File: src/sdpi_pkg.sv
// Constants, command and power-state types of the synchronous DRAM pin interface.
// Assumes a 16-bit, four-bank part with a fixed burst of four and read latency of two.
package sdpi_pkg;

  // ----------------------------------------------------------------
  // Widths
  // ----------------------------------------------------------------
  localparam int DQ_W   = 16;
  localparam int LANE_W = 8;
  localparam int LANES  = 2;
  localparam int ADDR_W = 12;
  localparam int BA_W   = 2;
  localparam int NBANK  = 4;
  localparam int COL_W  = 8;
  localparam int OP_W   = 14;
  localparam int AP_BIT = 10;

  // ----------------------------------------------------------------
  // Burst and reset values
  // ----------------------------------------------------------------
  localparam logic [2:0]       BURST_LAST = 3'h3;
  localparam logic [2:0]       LEFT_RST   = 3'h0;
  localparam logic [NBANK-1:0] OPEN_RST   = 4'h0;
  localparam logic [OP_W-1:0]  MODE_RST   = 14'h0000;

  // ----------------------------------------------------------------
  // Strobe codes {ras_n, cas_n, we_n} with chip select low
  // ----------------------------------------------------------------
  localparam logic [2:0] SIG_LMR  = 3'h0;
  localparam logic [2:0] SIG_AREF = 3'h1;
  localparam logic [2:0] SIG_PRE  = 3'h2;
  localparam logic [2:0] SIG_ACT  = 3'h3;
  localparam logic [2:0] SIG_WR   = 3'h4;
  localparam logic [2:0] SIG_RD   = 3'h5;
  localparam logic [2:0] SIG_BST  = 3'h6;

  typedef enum logic [2:0] {
    CMD_NOP, CMD_ACT, CMD_RD, CMD_WR, CMD_BST, CMD_PRE, CMD_AREF, CMD_LMR
  } sdpi_cmd_e;

  typedef enum logic [2:0] {
    PWR_RUN, PWR_SUSP, PWR_PDP, PWR_PDA, PWR_SREF
  } sdpi_pwr_e;

endpackage : sdpi_pkg

File: src/sdpi_cmd_if.sv
// Device-side pin interface of a four-bank synchronous DRAM: command decode, bank
// state, burst counter, byte masking and power-state control.
// Assumes a core array that answers rd_data_in combinationally in the read beat cycle.
// What this block does
// - All inputs but the asynchronous reset are captured only on the rising clock edge.
// - Each edge with ce_in high, in run state with clock enable high, steps the burst column counter while a burst runs and clocks output data registers.
// - Clock enable low: clock suspend during a burst, self refresh with auto refresh, else power-down by bank state.
// - Clock enable is synchronous, power-down and self refresh exits included.
// - In power-down and self refresh all inputs except clock enable are ignored.
// - Chip select low enables the decoder; high masks every new command.
// - Bursts started keep running and byte masks act while chip select is high.
// - Chip select and the three strobes are decoded together at the edge.
// - Write data on a masked byte lane is discarded.
// - Read output lanes go high impedance two edges after mask sampled high.
// - Low mask covers data bits 0 to 7, high mask bits 8 to 15.
// - Bank inputs select the target bank of activate, read, write, precharge.
// - Mode load takes bank and address inputs as the operation code.
// - Activate samples all twelve address bits as the row.
// - Read or write takes the low bits as column; bit 10 asks auto-precharge.
// - Precharge with bit 10 high closes all banks, else only the selected one.
`timescale 1ns/1ps
module sdpi_cmd_if (
  input  wire logic                          clk_in,
  input  wire logic                          rst_n_in,
  input  wire logic                          ce_in,
  input  wire logic                          cke_in,
  input  wire logic                          cs_n_in,
  input  wire logic                          ras_n_in,
  input  wire logic                          cas_n_in,
  input  wire logic                          we_n_in,
  input  wire logic [sdpi_pkg::LANES-1:0]    dqm_in,
  input  wire logic [sdpi_pkg::BA_W-1:0]     ba_in,
  input  wire logic [sdpi_pkg::ADDR_W-1:0]   addr_in,
  input  wire logic [sdpi_pkg::DQ_W-1:0]     dq_in,
  output logic      [sdpi_pkg::DQ_W-1:0]     dq_out,
  output logic      [sdpi_pkg::LANES-1:0]    dq_oe_out,
  input  wire logic [sdpi_pkg::DQ_W-1:0]     rd_data_in,
  output logic                               act_out,
  output logic                               pre_out,
  output logic      [sdpi_pkg::NBANK-1:0]    pre_mask_out,
  output logic                               aref_out,
  output logic                               lmr_out,
  output logic      [sdpi_pkg::OP_W-1:0]     mode_op_out,
  output logic                               rd_en_out,
  output logic                               wr_en_out,
  output logic      [sdpi_pkg::BA_W-1:0]     acc_bank_out,
  output logic      [sdpi_pkg::ADDR_W-1:0]   acc_row_out,
  output logic      [sdpi_pkg::COL_W-1:0]    acc_col_out,
  output logic      [sdpi_pkg::DQ_W-1:0]     wr_data_out,
  output logic      [sdpi_pkg::LANES-1:0]    wr_be_out,
  output logic      [sdpi_pkg::NBANK-1:0]    bank_open_out,
  output logic      [2:0]                    pwr_state_out,
  output logic                               rx_en_out
);

  // ----------------------------------------------------------------
  // Power state and command decode
  // ----------------------------------------------------------------
  sdpi_pkg::sdpi_pwr_e pwr_r;
  sdpi_pkg::sdpi_cmd_e raw_cmd;
  sdpi_pkg::sdpi_cmd_e cmd;
  logic                live;
  logic [2:0]          left_r;
  logic [sdpi_pkg::NBANK-1:0] open_r;

  assign live = (pwr_r == sdpi_pkg::PWR_RUN) && cke_in;
  assign rx_en_out = (pwr_r == sdpi_pkg::PWR_RUN) || (pwr_r == sdpi_pkg::PWR_SUSP);
  assign pwr_state_out = pwr_r;
  assign bank_open_out = open_r;

  always_comb begin
    raw_cmd = sdpi_pkg::CMD_NOP;
    if (!cs_n_in && pwr_r == sdpi_pkg::PWR_RUN) begin
      case ({ras_n_in, cas_n_in, we_n_in})
        sdpi_pkg::SIG_LMR:  raw_cmd = sdpi_pkg::CMD_LMR;
        sdpi_pkg::SIG_AREF: raw_cmd = sdpi_pkg::CMD_AREF;
        sdpi_pkg::SIG_PRE:  raw_cmd = sdpi_pkg::CMD_PRE;
        sdpi_pkg::SIG_ACT:  raw_cmd = sdpi_pkg::CMD_ACT;
        sdpi_pkg::SIG_WR:   raw_cmd = sdpi_pkg::CMD_WR;
        sdpi_pkg::SIG_RD:   raw_cmd = sdpi_pkg::CMD_RD;
        sdpi_pkg::SIG_BST:  raw_cmd = sdpi_pkg::CMD_BST;
        default:            raw_cmd = sdpi_pkg::CMD_NOP;
      endcase
    end
    cmd = live ? raw_cmd : sdpi_pkg::CMD_NOP;
  end

  // Exit from power-down or self refresh needs clock enable high at just one rising edge with ce_in high, so the
  // controller need not hold clock enable across several sampled edges.
  always_ff @(posedge clk_in or negedge rst_n_in) begin
    if (!rst_n_in) begin
      pwr_r <= sdpi_pkg::PWR_RUN;
    end else if (ce_in) begin
      case (pwr_r)
        sdpi_pkg::PWR_RUN: begin
          if (!cke_in) begin
            if (left_r != sdpi_pkg::LEFT_RST) pwr_r <= sdpi_pkg::PWR_SUSP;
            else if (raw_cmd == sdpi_pkg::CMD_AREF) pwr_r <= sdpi_pkg::PWR_SREF;
            else if (open_r != sdpi_pkg::OPEN_RST) pwr_r <= sdpi_pkg::PWR_PDA;
            else pwr_r <= sdpi_pkg::PWR_PDP;
          end
        end
        sdpi_pkg::PWR_SUSP: begin
          if (cke_in) pwr_r <= sdpi_pkg::PWR_RUN;
        end
        sdpi_pkg::PWR_PDP, sdpi_pkg::PWR_PDA, sdpi_pkg::PWR_SREF: begin
          if (cke_in) pwr_r <= sdpi_pkg::PWR_RUN;
        end
        default: pwr_r <= sdpi_pkg::PWR_RUN;
      endcase
    end
  end

  // ----------------------------------------------------------------
  // Burst counter
  // ----------------------------------------------------------------
  logic                        new_acc;
  logic                        beat_go;
  logic                        beat_wr;
  logic                        wr_burst_r;
  logic                        ap_r;
  logic [sdpi_pkg::BA_W-1:0]   beat_bank;
  logic [sdpi_pkg::BA_W-1:0]   burst_bank_r;
  logic [sdpi_pkg::COL_W-1:0]  beat_col;
  logic [sdpi_pkg::COL_W-1:0]  next_col;
  logic [sdpi_pkg::COL_W-1:0]  cnt_col_r;
  logic                        ap_close;

  assign new_acc = (cmd == sdpi_pkg::CMD_RD) || (cmd == sdpi_pkg::CMD_WR);

  always_comb begin
    beat_go   = 1'b0;
    beat_wr   = wr_burst_r;
    beat_col  = cnt_col_r;
    beat_bank = burst_bank_r;
    if (new_acc) begin
      beat_go   = 1'b1;
      beat_wr   = (cmd == sdpi_pkg::CMD_WR);
      beat_col  = addr_in[sdpi_pkg::COL_W-1:0];
      beat_bank = ba_in;
    end else if (live && left_r != sdpi_pkg::LEFT_RST && cmd != sdpi_pkg::CMD_BST) begin
      beat_go = 1'b1;
    end
  end

  // Sequential order wraps inside the aligned block of four columns
  assign next_col = {beat_col[sdpi_pkg::COL_W-1:2], beat_col[1:0] + 2'h1};
  assign ap_close = beat_go && !new_acc && left_r == 3'h1 && ap_r;

  always_ff @(posedge clk_in or negedge rst_n_in) begin
    if (!rst_n_in) begin
      left_r       <= sdpi_pkg::LEFT_RST;
      cnt_col_r    <= '0;
      wr_burst_r   <= 1'b0;
      burst_bank_r <= '0;
      ap_r         <= 1'b0;
    end else if (ce_in) begin
      if (new_acc) begin
        left_r       <= sdpi_pkg::BURST_LAST;
        cnt_col_r    <= next_col;
        wr_burst_r   <= beat_wr;
        burst_bank_r <= ba_in;
        ap_r         <= addr_in[sdpi_pkg::AP_BIT];
      end else if (cmd == sdpi_pkg::CMD_BST) begin
        left_r <= sdpi_pkg::LEFT_RST;
      end else if (beat_go) begin
        left_r    <= left_r - 3'h1;
        cnt_col_r <= next_col;
      end
    end
  end

  // ----------------------------------------------------------------
  // Bank state and core command outputs
  // ----------------------------------------------------------------
  logic [sdpi_pkg::ADDR_W-1:0] row_r [sdpi_pkg::NBANK];

  for (genvar b = 0; b < sdpi_pkg::NBANK; b++) begin : g_bank
    always_ff @(posedge clk_in or negedge rst_n_in) begin
      if (!rst_n_in) begin
        open_r[b] <= 1'b0;
        row_r[b]  <= '0;
      end else if (ce_in) begin
        if (cmd == sdpi_pkg::CMD_ACT && ba_in == b) begin
          open_r[b] <= 1'b1;
          row_r[b]  <= addr_in;
        end else if (cmd == sdpi_pkg::CMD_PRE
                     && (addr_in[sdpi_pkg::AP_BIT] || ba_in == b)) begin
          open_r[b] <= 1'b0;
        end else if (ap_close && burst_bank_r == b) begin
          open_r[b] <= 1'b0;
        end
      end
    end
  end

  always_ff @(posedge clk_in or negedge rst_n_in) begin
    if (!rst_n_in) begin
      act_out      <= 1'b0;
      pre_out      <= 1'b0;
      pre_mask_out <= '0;
      aref_out     <= 1'b0;
      lmr_out      <= 1'b0;
      mode_op_out  <= sdpi_pkg::MODE_RST;
    end else if (ce_in) begin
      act_out  <= (cmd == sdpi_pkg::CMD_ACT);
      pre_out  <= (cmd == sdpi_pkg::CMD_PRE);
      aref_out <= (cmd == sdpi_pkg::CMD_AREF);
      lmr_out  <= (cmd == sdpi_pkg::CMD_LMR);
      if (cmd == sdpi_pkg::CMD_PRE) begin
        pre_mask_out <= addr_in[sdpi_pkg::AP_BIT] ? 4'hf : (4'h1 << ba_in);
      end
      if (cmd == sdpi_pkg::CMD_LMR) mode_op_out <= {ba_in, addr_in};
    end
  end

  // ----------------------------------------------------------------
  // Beat and data path
  // ----------------------------------------------------------------
  // Everything here freezes in clock suspend, so strobes and addresses hold.
  logic [sdpi_pkg::LANES-1:0] dqm_s_r;
  logic [sdpi_pkg::LANES-1:0] dqm_d_r;

  always_ff @(posedge clk_in or negedge rst_n_in) begin
    if (!rst_n_in) begin
      rd_en_out    <= 1'b0;
      wr_en_out    <= 1'b0;
      acc_bank_out <= '0;
      acc_row_out  <= '0;
      acc_col_out  <= '0;
    end else if (ce_in && live) begin
      rd_en_out <= beat_go && !beat_wr;
      wr_en_out <= beat_go && beat_wr;
      if (cmd == sdpi_pkg::CMD_ACT) begin
        acc_bank_out <= ba_in;
        acc_row_out  <= addr_in;
      end else if (beat_go) begin
        acc_bank_out <= beat_bank;
        acc_row_out  <= row_r[beat_bank];
        acc_col_out  <= beat_col;
      end
    end
  end

  for (genvar l = 0; l < sdpi_pkg::LANES; l++) begin : g_lane
    always_ff @(posedge clk_in or negedge rst_n_in) begin
      if (!rst_n_in) begin
        wr_data_out[l*sdpi_pkg::LANE_W +: sdpi_pkg::LANE_W] <= '0;
        dq_out[l*sdpi_pkg::LANE_W +: sdpi_pkg::LANE_W]      <= '0;
        wr_be_out[l] <= 1'b0;
        dqm_s_r[l]   <= 1'b0;
        dqm_d_r[l]   <= 1'b0;
        dq_oe_out[l] <= 1'b0;
      end else if (ce_in && live) begin
        wr_data_out[l*sdpi_pkg::LANE_W +: sdpi_pkg::LANE_W] <=
          dq_in[l*sdpi_pkg::LANE_W +: sdpi_pkg::LANE_W];
        wr_be_out[l] <= beat_go && beat_wr && !dqm_in[l];
        dqm_s_r[l]   <= dqm_in[l];
        dqm_d_r[l]   <= dqm_s_r[l];
        if (rd_en_out) begin
          dq_out[l*sdpi_pkg::LANE_W +: sdpi_pkg::LANE_W] <=
            rd_data_in[l*sdpi_pkg::LANE_W +: sdpi_pkg::LANE_W];
        end
        dq_oe_out[l] <= rd_en_out && !dqm_d_r[l];
      end
    end
  end
endmodule : sdpi_cmd_if

File: config.mk
export PLATFORM = sky130hd
export DESIGN_NAME = sdpi_cmd_if
export DESIGN_NICKNAME = d
export VERILOG_FILES = /design/src/sdpi_pkg.sv /design/src/sdpi_cmd_if.sv
export SDC_FILE = /design/constraint.sdc
export NUM_CORES = 1
export LEC_CHECK = 0
export BUFFER_PORTS_ARGS = -buffer_cell sky130_fd_sc_hd__buf_2
export CELL_PAD_IN_SITES_DETAIL_PLACEMENT = 0
export CELL_PAD_IN_SITES_GLOBAL_PLACEMENT = 2
export CORE_MARGIN = 2
export CORE_UTILIZATION = 36
export DETAILED_ROUTE_END_ITERATION = 16
export MAX_ROUTING_LAYER = met4
export PLACE_DENSITY = 0.8
export SLEW_MARGIN = 20
export SYNTH_ARGS = -nofsm -noshare
export SYNTH_HDL_FRONTEND = slang
export SYNTH_SLANG_ARGS = --single-unit
File: constraint.sdc
create_clock -name clk_in -period 2.5 [get_ports clk_in]
set_input_delay 0 -clock clk_in [delete_from_list [all_inputs] [get_ports clk_in]]
set_output_delay 0 -clock clk_in [all_outputs]
set_load 0.01 [all_outputs]
== Word-level counts from Yosys, hierarchy flattened ==
Index checks and enable logic that the tools add are counted.
Word-level totals
  flip-flop bits (word level): 156
  input bits: 56
  output and inout port bits: 90
  logic and storage cells: 182
Operators by class
  add/sub/neg operators: 2
  order comparisons: 1
  eq/ne operators: 29
  shift-type cells: 1
  mux-type cells: 40
  bitwise operators: 2
  reductions and logical operators: 70
Operators with widths (number)
  12-bit 2-to-1 mux: 4
  8-bit 2-to-1 mux: 4
  2-bit AND reduction: 14
  3-bit == test, second input constant: 9
  3-bit 2-to-1 mux: 9
  1-bit logical AND: 26
  12-bit binary-select mux with 2-bit select: 1
  3-bit case mux with 7 select lines: 1
  3-bit by 2-bit == test with 1-bit output, second input constant: 6
  3-bit nonzero test: 6
  1-bit 2-to-1 mux: 16
  3-bit by 1-bit == test with 1-bit output, second input constant: 4
  3-bit AND reduction: 3
  2-bit == test, second input constant: 4
  1-bit zero test: 7
  3-bit zero test: 2
  1-bit logical OR: 6
  2-bit 2-to-1 mux: 3
  3-bit case mux with 2 select lines: 1
  2-bit by 1-bit == test with 1-bit output, second input constant: 2
  2-bit zero test: 2
  4-bit 2-to-1 mux: 1
  2-bit inequality test, second input constant: 2
  2-bit nonzero test: 2
  10 further kinds: 10

== Depth between registers and ports, before layout ==
Gate-level depths: netlist of run 1.
  depth in word-level cells: 15
  gate-level depth with buffers: 8

== Worst setup path after synthesis of run 1 ==
Ideal clock, no wire load.
  path type: flip-flop to flip-flop
  start: register pwr_r[1] (netlist: pwr_state_out[1])
  end: register mode_op_out[5] (netlist name)
  library setup time: 0.125 ns
  arrival: 2.127 ns
  required time: 2.375 ns
  path slack: 0.248 ns
  stages on the path, launching flop included: 8
  period minus slack after synthesis: 2.252 ns
  cell sequence: dfrtp_1 clkbuf_2 or4_4 nor3_4 inv_2 nor3_4 buf_6 mux2_2
On the way
  longest elaborated chain between the ends: 6
  elaborated cells between the ends (all ways): 7
RTL lines
  start: declaration: RTL line sdpi_cmd_if.sv:59  | sdpi_pkg::sdpi_pwr_e pwr_r;
  start signal: assignment: RTL line sdpi_cmd_if.sv:92  | pwr_r <= sdpi_pkg::PWR_RUN;
  start signal: assignment: RTL line sdpi_cmd_if.sv:97  | if (left_r != sdpi_pkg::LEFT_RST) pwr_r <= sdpi_pkg::PWR_SUSP;
  start signal: assignment: RTL line sdpi_cmd_if.sv:98  | else if (raw_cmd == sdpi_pkg::CMD_AREF) pwr_r <= sdpi_pkg::PWR_SREF;
  3-bit zero test *: RTL line sdpi_cmd_if.sv:66, sdpi_cmd_if.sv:73
  1-bit logical AND: RTL line sdpi_cmd_if.sv:73  | if (!cs_n_in && pwr_r == sdpi_pkg::PWR_RUN) begin
  3-bit 2-to-1 mux: RTL line sdpi_cmd_if.sv:73
  3-bit 2-to-1 mux *: RTL line sdpi_cmd_if.sv:85  | cmd = live ? raw_cmd : sdpi_pkg::CMD_NOP;
  3-bit == test *: RTL line sdpi_cmd_if.sv:213  | if (cmd == sdpi_pkg::CMD_LMR) mode_op_out <= {ba_in, addr_in};
  2-bit AND reduction (no source line) *
  end signal: assignment: RTL line sdpi_cmd_if.sv:204  | mode_op_out <= sdpi_pkg::MODE_RST;
  end signal: assignment: RTL line sdpi_cmd_if.sv:213
  end: declaration: RTL line sdpi_cmd_if.sv:43  | output logic [sdpi_pkg::OP_W-1:0] mode_op_out,
Mark *: on every way between the ends. The rest lies on a longest branch, timed or not.
A chain may end at the register's enable or synchronous reset.

== Worst setup path after layout of run 1 ==
  start: register pwr_r[2] (netlist: pwr_state_out[2])
  end: register acc_row_out[0] (netlist name)
On the way
  longest elaborated chain between the ends: 13
  elaborated cells between the ends (all ways): 24
RTL lines
  3-bit zero test *: RTL line sdpi_cmd_if.sv:66, sdpi_cmd_if.sv:73
  1-bit logical AND: RTL line sdpi_cmd_if.sv:73
  3-bit 2-to-1 mux: RTL line sdpi_cmd_if.sv:73
  3-bit 2-to-1 mux: RTL line sdpi_cmd_if.sv:85
  3-bit by 2-bit == test with 1-bit output: RTL line sdpi_cmd_if.sv:129  | assign new_acc = (cmd == sdpi_pkg::CMD_RD) || (cmd == sdpi_pkg::CMD_WR);
  1-bit logical OR: RTL line sdpi_cmd_if.sv:129
  2-bit 2-to-1 mux: RTL line sdpi_cmd_if.sv:136  | if (new_acc) begin
  2-bit inverter with 3-bit output (not written as such): RTL line sdpi_cmd_if.sv:239  | acc_row_out <= row_r[beat_bank];
  12-bit binary-select mux with 2-bit select: RTL line sdpi_cmd_if.sv:239
  12-bit 2-to-1 mux (not written as such) (2 in a row): RTL line sdpi_cmd_if.sv:239
  12-bit 2-to-1 mux: RTL line sdpi_cmd_if.sv:237  | end else if (beat_go) begin
  12-bit 2-to-1 mux: RTL line sdpi_cmd_if.sv:234  | if (cmd == sdpi_pkg::CMD_ACT) begin
  end signal: assignment: RTL line sdpi_cmd_if.sv:236  | acc_row_out <= addr_in;
  end signal: assignment: RTL line sdpi_cmd_if.sv:239
  end: declaration: RTL line sdpi_cmd_if.sv:47  | output logic [sdpi_pkg::ADDR_W-1:0] acc_row_out,
Mark *: on every way between the ends. The rest lies on a longest branch, timed or not. The select of a mux whose other input is x is not followed.

==> results.ini, run 1 <==
[outcome]
status=complete, no violations

[clock_network]
clock_latency_ns=0.42
cts_max_level=4
cts_buffers=17
numClockSinks=156
cts_tree=yes
cts_root_buf=clkbuf_16
clkSlewWorstSetupHoldPaths_ns=0.06
clk_path_buf_depth=2
post_cts_buffers=0

[power_and_ir_drop]
switchingPower_mw=3.18
p_leak_nw=4.37
switching_share=0.335
comb_power_share=0.319
power_density_mw_per_mm2=1010
p_int_mw=6.33
power_frac_seq=0.398
peakVddDrop_uv=515
p_clk_frac=0.283
finalPower_mw=9.51

[synth]
synthTopCellsByCount=dfrtp_1 (156), mux2_2 (94), o21ai_0 (49)
synth_top_area_share=0.545
ys_ff_latch=156
synth_edf_count=0
synth_fp_nets=639
yosys.area.top_type=dfrtp_1
yosysSeqAreaShare=0.545
synth.most_common_cell=dfrtp_1
ys.flop_type=dfrtp_1
async_flop_share=1.00
yosysUniqueCellTypes=62
synthesis.area_mm2=0.00716
netlist_instances=580
yosys_warnings=0
synth_area_leaders=dfrtp_1 (55%), mux2_2 (15%), o21ai_0 (3.4%)
syn_avg_cell_area_um2=12.3

[timing]
whs_ns=0.0196
slew_violations=0
rsz0062_at_grt=no
max_freq_mhz=429
fin_skew_ns=0.00823
fin_crit_ns=2.33
finalCritPeriodShare=0.933
setup_viol=0
max_slew_margin=0.612
worst_pin_slew_ns=0.582
fin_ws_ns=0.168
finalSetupTns_ns=0
timing.final.hold_violations=0

[critical_path]
cp-end-kind=register
critPathBufInv=1
critPathTopFamily=simple AND/OR/NAND/NOR gates
cp.arrival_ns=2.63
crit_slowest_cell=or4_4
startpoint=pwr_state_out[2]
timing.rr.start=pwr_state_out[2]
max_stage_delay_ns=0.63
crit_fanout=10
path_cells=or4_4 -> nor3_4 -> a211oi_4 -> buf_4 -> o32ai_1 -> a21oi_2
crit_path_start_kind=register
ff2ff_setup_slack_ns=0.17
critPathKind=reg2reg
crit_required_ns=2.80

[finish]
final_core_utilization=0.482
final_layout_size_suffix_gt1_frac=0.419
fin_nets=836
antenna_cells=0
area_delta_synth_final_pct=31.2

[job]
max-cap-violations=0

[worst_hold_path]
min_from=addr_in[10]
hold_path.class=in2reg

[routing]
drc=0
firstDrtPassIters=7
first_iter_violations=352
ant_nets=0
vias_per_cell=5.26
wirelength_um=19300
wire_per_inst_um=18.3
vias=5546

[die]
io_pins=146
initial_utilization=0.368
coreArea_mm2=0.0195
dieArea_mm2=0.0210
rows=51
dieHeight_um=145
fp.dieW_um=145

[placed_design]
place_ws_ns=0.0793
portBuffers=145
dp_hpwl_um=12800
gp_congestion=0.832

[global_route]
grt_max_degree=76
grt_pass1_wl_um=31200
grt_pass1_vias=5759
grt_use_total=0.191
grt_remaining_overflow=0
antenna_found_initial=0

layout make-up:
class | count | area, um2
multi-input cells | 368 | 2960
inverters | 12 | 45.0
repair buffers | 222 | 1530
fillers | 1790 | 10100
clock buffers | 17 | 425
clock inverters | 15 | 184
flip-flops and latches | 156 | 3900
well taps | 265 | 332
placed cells by master, fill, tap and decap left out, drive strengths merged, types with 3 or more instances in the layout:
cell         count
buf            173
dfrtp          156
mux2           107
o21ai           52
dlygate4sd3     49
nand2           44
inv             19
nor2            18
a21oi           18
clkbuf          17
nand3           16
o32ai           13
a32oi           11
a32o            11
a31oi           10
nor3             9
nand2b           5
a21o             5
nand4            4
a22o             4
a211oi           4
ha               3
bufinv           3
clkinvlp         3
flip-flops by register name, indices dropped and copies added (netlist names), 2 cells and up:
| register | count |
|---|---|
| row_r | 48 |
| dq_out | 16 |
| wr_data_out | 16 |
| mode_op_out | 14 |
| acc_row_out | 12 |
| acc_col_out | 8 |
| cnt_col_r | 8 |
| bank_open_out | 4 |
| pre_mask_out | 4 |
| left_r | 3 |
| pwr_state_out | 3 |
| acc_bank_out | 2 |
| burst_bank_r | 2 |
| dq_oe_out | 2 |
| dqm_d_r | 2 |
| dqm_s_r | 2 |
| wr_be_out | 2 |
repair_timing:
item | CTS | global route
hold buffers | 49 | 0
gates resized for setup | 0 | 1
hold endpoints to repair | 173 | 0
endpoints found under the setup margin | 0 | 3
logic make-up after synthesis:
logic type / Yosys count / synth area share
xor gates and xnor gates: 1 / 0.00122
DFF: 156 / 0.545
buffers and inverters: 56 / 0.0409
adders and majority gates: 3 / 0.00525
and+or+nand+nor: 114 / 0.0927
muxes: 109 / 0.171
AOI/OAI and AO/OA: 141 / 0.143
power by group through the flow:
stage | logic (mW) | registers, mW | clock network (mW)
finish | 3.03 | 3.78 | 2.70
CTS | 3.05 | 3.78 | 2.75
floorplan | 1.63 | 3.97 | 0
global route | 3.32 | 3.88 | 2.87
detailed placement | 2.98 | 3.82 | 0
global placement | 2.89 | 3.79 | 0
final timing paths:
kind | to | cells after the start
worst max-delay path | acc_row_out[0] | 6
worst min-delay path | acc_row_out[10] | 3
worst max register to register | acc_row_out[0] | 6
worst min register to register | lmr_out | 1
max in group asynchronous | mode_op_out[2] | 3
min in group asynchronous | pre_mask_out[2] | 2
per-layer routing:
| layer | global-route usage | share of wire | up-vias |
|---|---|---|---|
| li1 | - | - | 2526 |
| met1 | 0.245 | 0.46 | 2860 |
| met2 | 0.308 | 0.49 | 137 |
| met3 | 0.0403 | 0.039 | 23 |
| met4 | 0.0564 | 0.016 | 0 |
| met5 | - | 0 | - |
metrics by stage:
| stage | area, um2 | instances |
|---|---|---|
| 6_report | 9390 | 1055 |
| 5_1_grt | 9390 | 1055 |
| 4_1_cts | 9380 | 1055 |
| 3_5_place_dp | 8280 | 974 |
| 3_3_place_gp | 8280 | 974 |
| 2_1_floorplan | 7160 | 580 |
tightest hold or removal path: stages:
cell and delay, ns:
buf_2 0.19, o32ai_1 0.17, a21oi_2 0.04
Note: power is estimated with default switching activity, not from simulation.
==> run 2: changes to the inputs <==
--- a/config.mk
+++ b/config.mk
@@ -6,13 +6,11 @@
 export NUM_CORES = 1
 export LEC_CHECK = 0
 export BUFFER_PORTS_ARGS = -buffer_cell sky130_fd_sc_hd__buf_2
-export CELL_PAD_IN_SITES_DETAIL_PLACEMENT = 0
-export CELL_PAD_IN_SITES_GLOBAL_PLACEMENT = 2
-export CORE_MARGIN = 2
-export CORE_UTILIZATION = 36
+export CORE_MARGIN = 10
+export CORE_UTILIZATION = 55
 export DETAILED_ROUTE_END_ITERATION = 16
 export MAX_ROUTING_LAYER = met4
-export PLACE_DENSITY = 0.8
+export PLACE_DENSITY = 0.81
 export SLEW_MARGIN = 20
 export SYNTH_ARGS = -nofsm -noshare
 export SYNTH_HDL_FRONTEND = slang
==> results.ini, run 2 (synthesized netlist as in run 1, its figures left out) <==
[outcome]
status=complete, no violations  ; unchanged

[timing]
slew_violations=0  ; unchanged
timing.final.hold_violations=0  ; unchanged
worst_pin_slew_ns=0.801  ; was 0.582 ns
rsz0062_at_grt=no  ; unchanged
max_freq_mhz=420  ; was 429 MHz
max_slew_margin=0.465  ; was 0.612
fin_crit_ns=2.38  ; was 2.33 ns
finalSetupTns_ns=0  ; unchanged
finalCritPeriodShare=0.953  ; was 0.933
fin_skew_ns=0.00922  ; was 0.00823 ns
setup_viol=0  ; unchanged

[routing]
firstDrtPassIters=5  ; was 7
wire_per_inst_um=20.6  ; was 18.3 um
first_iter_violations=532  ; was 352
wirelength_um=19800  ; was 19300 um
ant_nets=0  ; unchanged
vias=5658  ; was 5546
drc=0  ; unchanged
vias_per_cell=5.88  ; was 5.26

[placed_design]
dp_hpwl_um=13100  ; was 12800 um
gp_congestion=0.867  ; was 0.832
place_inst=881  ; was 974
portBuffers=145  ; unchanged

[finish]
largestRegisters=row_r: 48 flops, dq_out: 16 flops, wr_data_out: 16 flops  ; unchanged
final_cell_mix=dfrtp_1 (156), buf_2 (144), mux2_2 (94)  ; unchanged
fin_cells=963  ; was 1055
top_register=row_r  ; unchanged
antenna_cells=0  ; unchanged
largest_reg_flops=48  ; unchanged
final_layout_size_suffix_gt1_frac=0.417  ; was 0.419
fin_nets=837  ; was 836
final_common_cell=dfrtp_1  ; unchanged
area_delta_synth_final_pct=29.7  ; was 31.2%

[critical_path]
crit_required_ns=2.81  ; was 2.80 ns
crit_fanout=9  ; was 10
cp-end-kind=register  ; unchanged
cp.arrival_ns=2.70  ; was 2.63 ns
crit_path_start_kind=register  ; unchanged
critPathKind=reg2reg  ; unchanged

[job]
max-cap-violations=0  ; unchanged

[die]
dieHeight_um=134  ; was 145 um
fp.dieW_um=134  ; was 145 um
rows=41  ; was 51
dieArea_mm2=0.0180  ; was 0.0210 mm2
initial_utilization=0.565  ; was 0.368
io_pins=146  ; unchanged
coreArea_mm2=0.0127  ; was 0.0195 mm2

[global_route]
grt_pass1_vias=5944  ; was 5759
grt_pass1_wl_um=31800  ; was 31200 um
grt_max_degree=54  ; was 76
antenna_found_initial=0  ; unchanged
grt_remaining_overflow=0  ; unchanged
grt_use_total=0.229  ; was 0.191

[power_and_ir_drop]
peakVddDrop_uv=692  ; was 515 uV
p_leak_nw=4.39  ; was 4.37 nW
power_density_mw_per_mm2=1050  ; was 1010 mW/mm2

[clock_network]
cts_tree=yes  ; unchanged
clock_latency_ns=0.42  ; about the same
cts_buffers=17  ; unchanged
cts_root_buf=clkbuf_16  ; unchanged
clkSlewWorstSetupHoldPaths_ns=0.06  ; about the same
cts_max_level=4  ; unchanged
clk_path_buf_depth=2  ; unchanged
numClockSinks=156  ; unchanged

[worst_hold_path]
hold_path.class=in2reg  ; unchanged

[run 2: where the power goes]
part	internal (mW)	switching [mW]
sequential	3.29	0.501
combinational	1.45	1.68
clock	1.79	1.00
[run 2: final timing paths]
check	from	end	depth (start not counted)	slack [ns]
worst max-delay path	pwr_state_out[2]	mode_op_out[6]	6	0.12
worst min-delay path	ba_in[1]	pre_mask_out[2]	3	0.009
worst max register to register	pwr_state_out[2]	mode_op_out[6]	6	0.12
worst min register to register	pre_mask_out[2]	pre_mask_out[2]	2	0.48
max in group asynchronous	rst_n_in	row_r[7]	3	1.63
min in group asynchronous	rst_n_in	wr_data_out[6]	2	0.09
[run 2: critical path, stage by stage, from the launching register on]
cell and delay (ns):
dfrtp_1 0.50, or4_4 0.64, nor3_4 0.22, inv_2 0.07, nor3_4 0.21, buf_4 0.27
mux2_2 0.36
[run 2: cell type report]
type,instances,area (um2)
fillers,841,3390
multi-input cells,368,2960
flip-flops and latches,156,3900
inverters,12,45.0
well taps,172,215
clock inverters,13,196
repair buffers,223,1520
clock buffers,19,443
[run 2: what timing repair did]
| action | in CTS | in global routing |
|---|---|---|
| endpoints found under the setup margin | 0 | 5 |
| resized for setup | 0 | 1 |
| hold endpoints to repair | 243 | 0 |
| hold buffers | 50 | 0 |
| buffers inserted | 0 | 0 |
[run 2: metrics by stage]
| stage | total power, mW | hold WS (ns) | util | cell area (um2) | setup slack [ns] |
|---|---|---|---|---|---|
| after floorplan | 5.61 | -0.296 | - | 7160 | 0.248 |
| after global placement | 6.65 | -0.0482 | 0.643 | 8140 | 0.192 |
| after global routing | 10.2 | 0.0280 | 0.733 | 9290 | 0.0255 |
| after CTS | 9.72 | 0.00665 | 0.732 | 9280 | 0.0395 |
| final | 9.71 | 0.00897 | 0.733 | 9290 | 0.117 |
| after detailed placement | 6.81 | -0.0292 | 0.643 | 8140 | 0.0757 |
[run 2: routing by layer]
layer	GRT usage	part of all wire	vias to the layer above
li1	-	-	2525
met1	0.265	0.39	2840
met2	0.380	0.52	256
met3	0.0541	0.068	37
met4	0.0889	0.025	0
met5	-	0	-
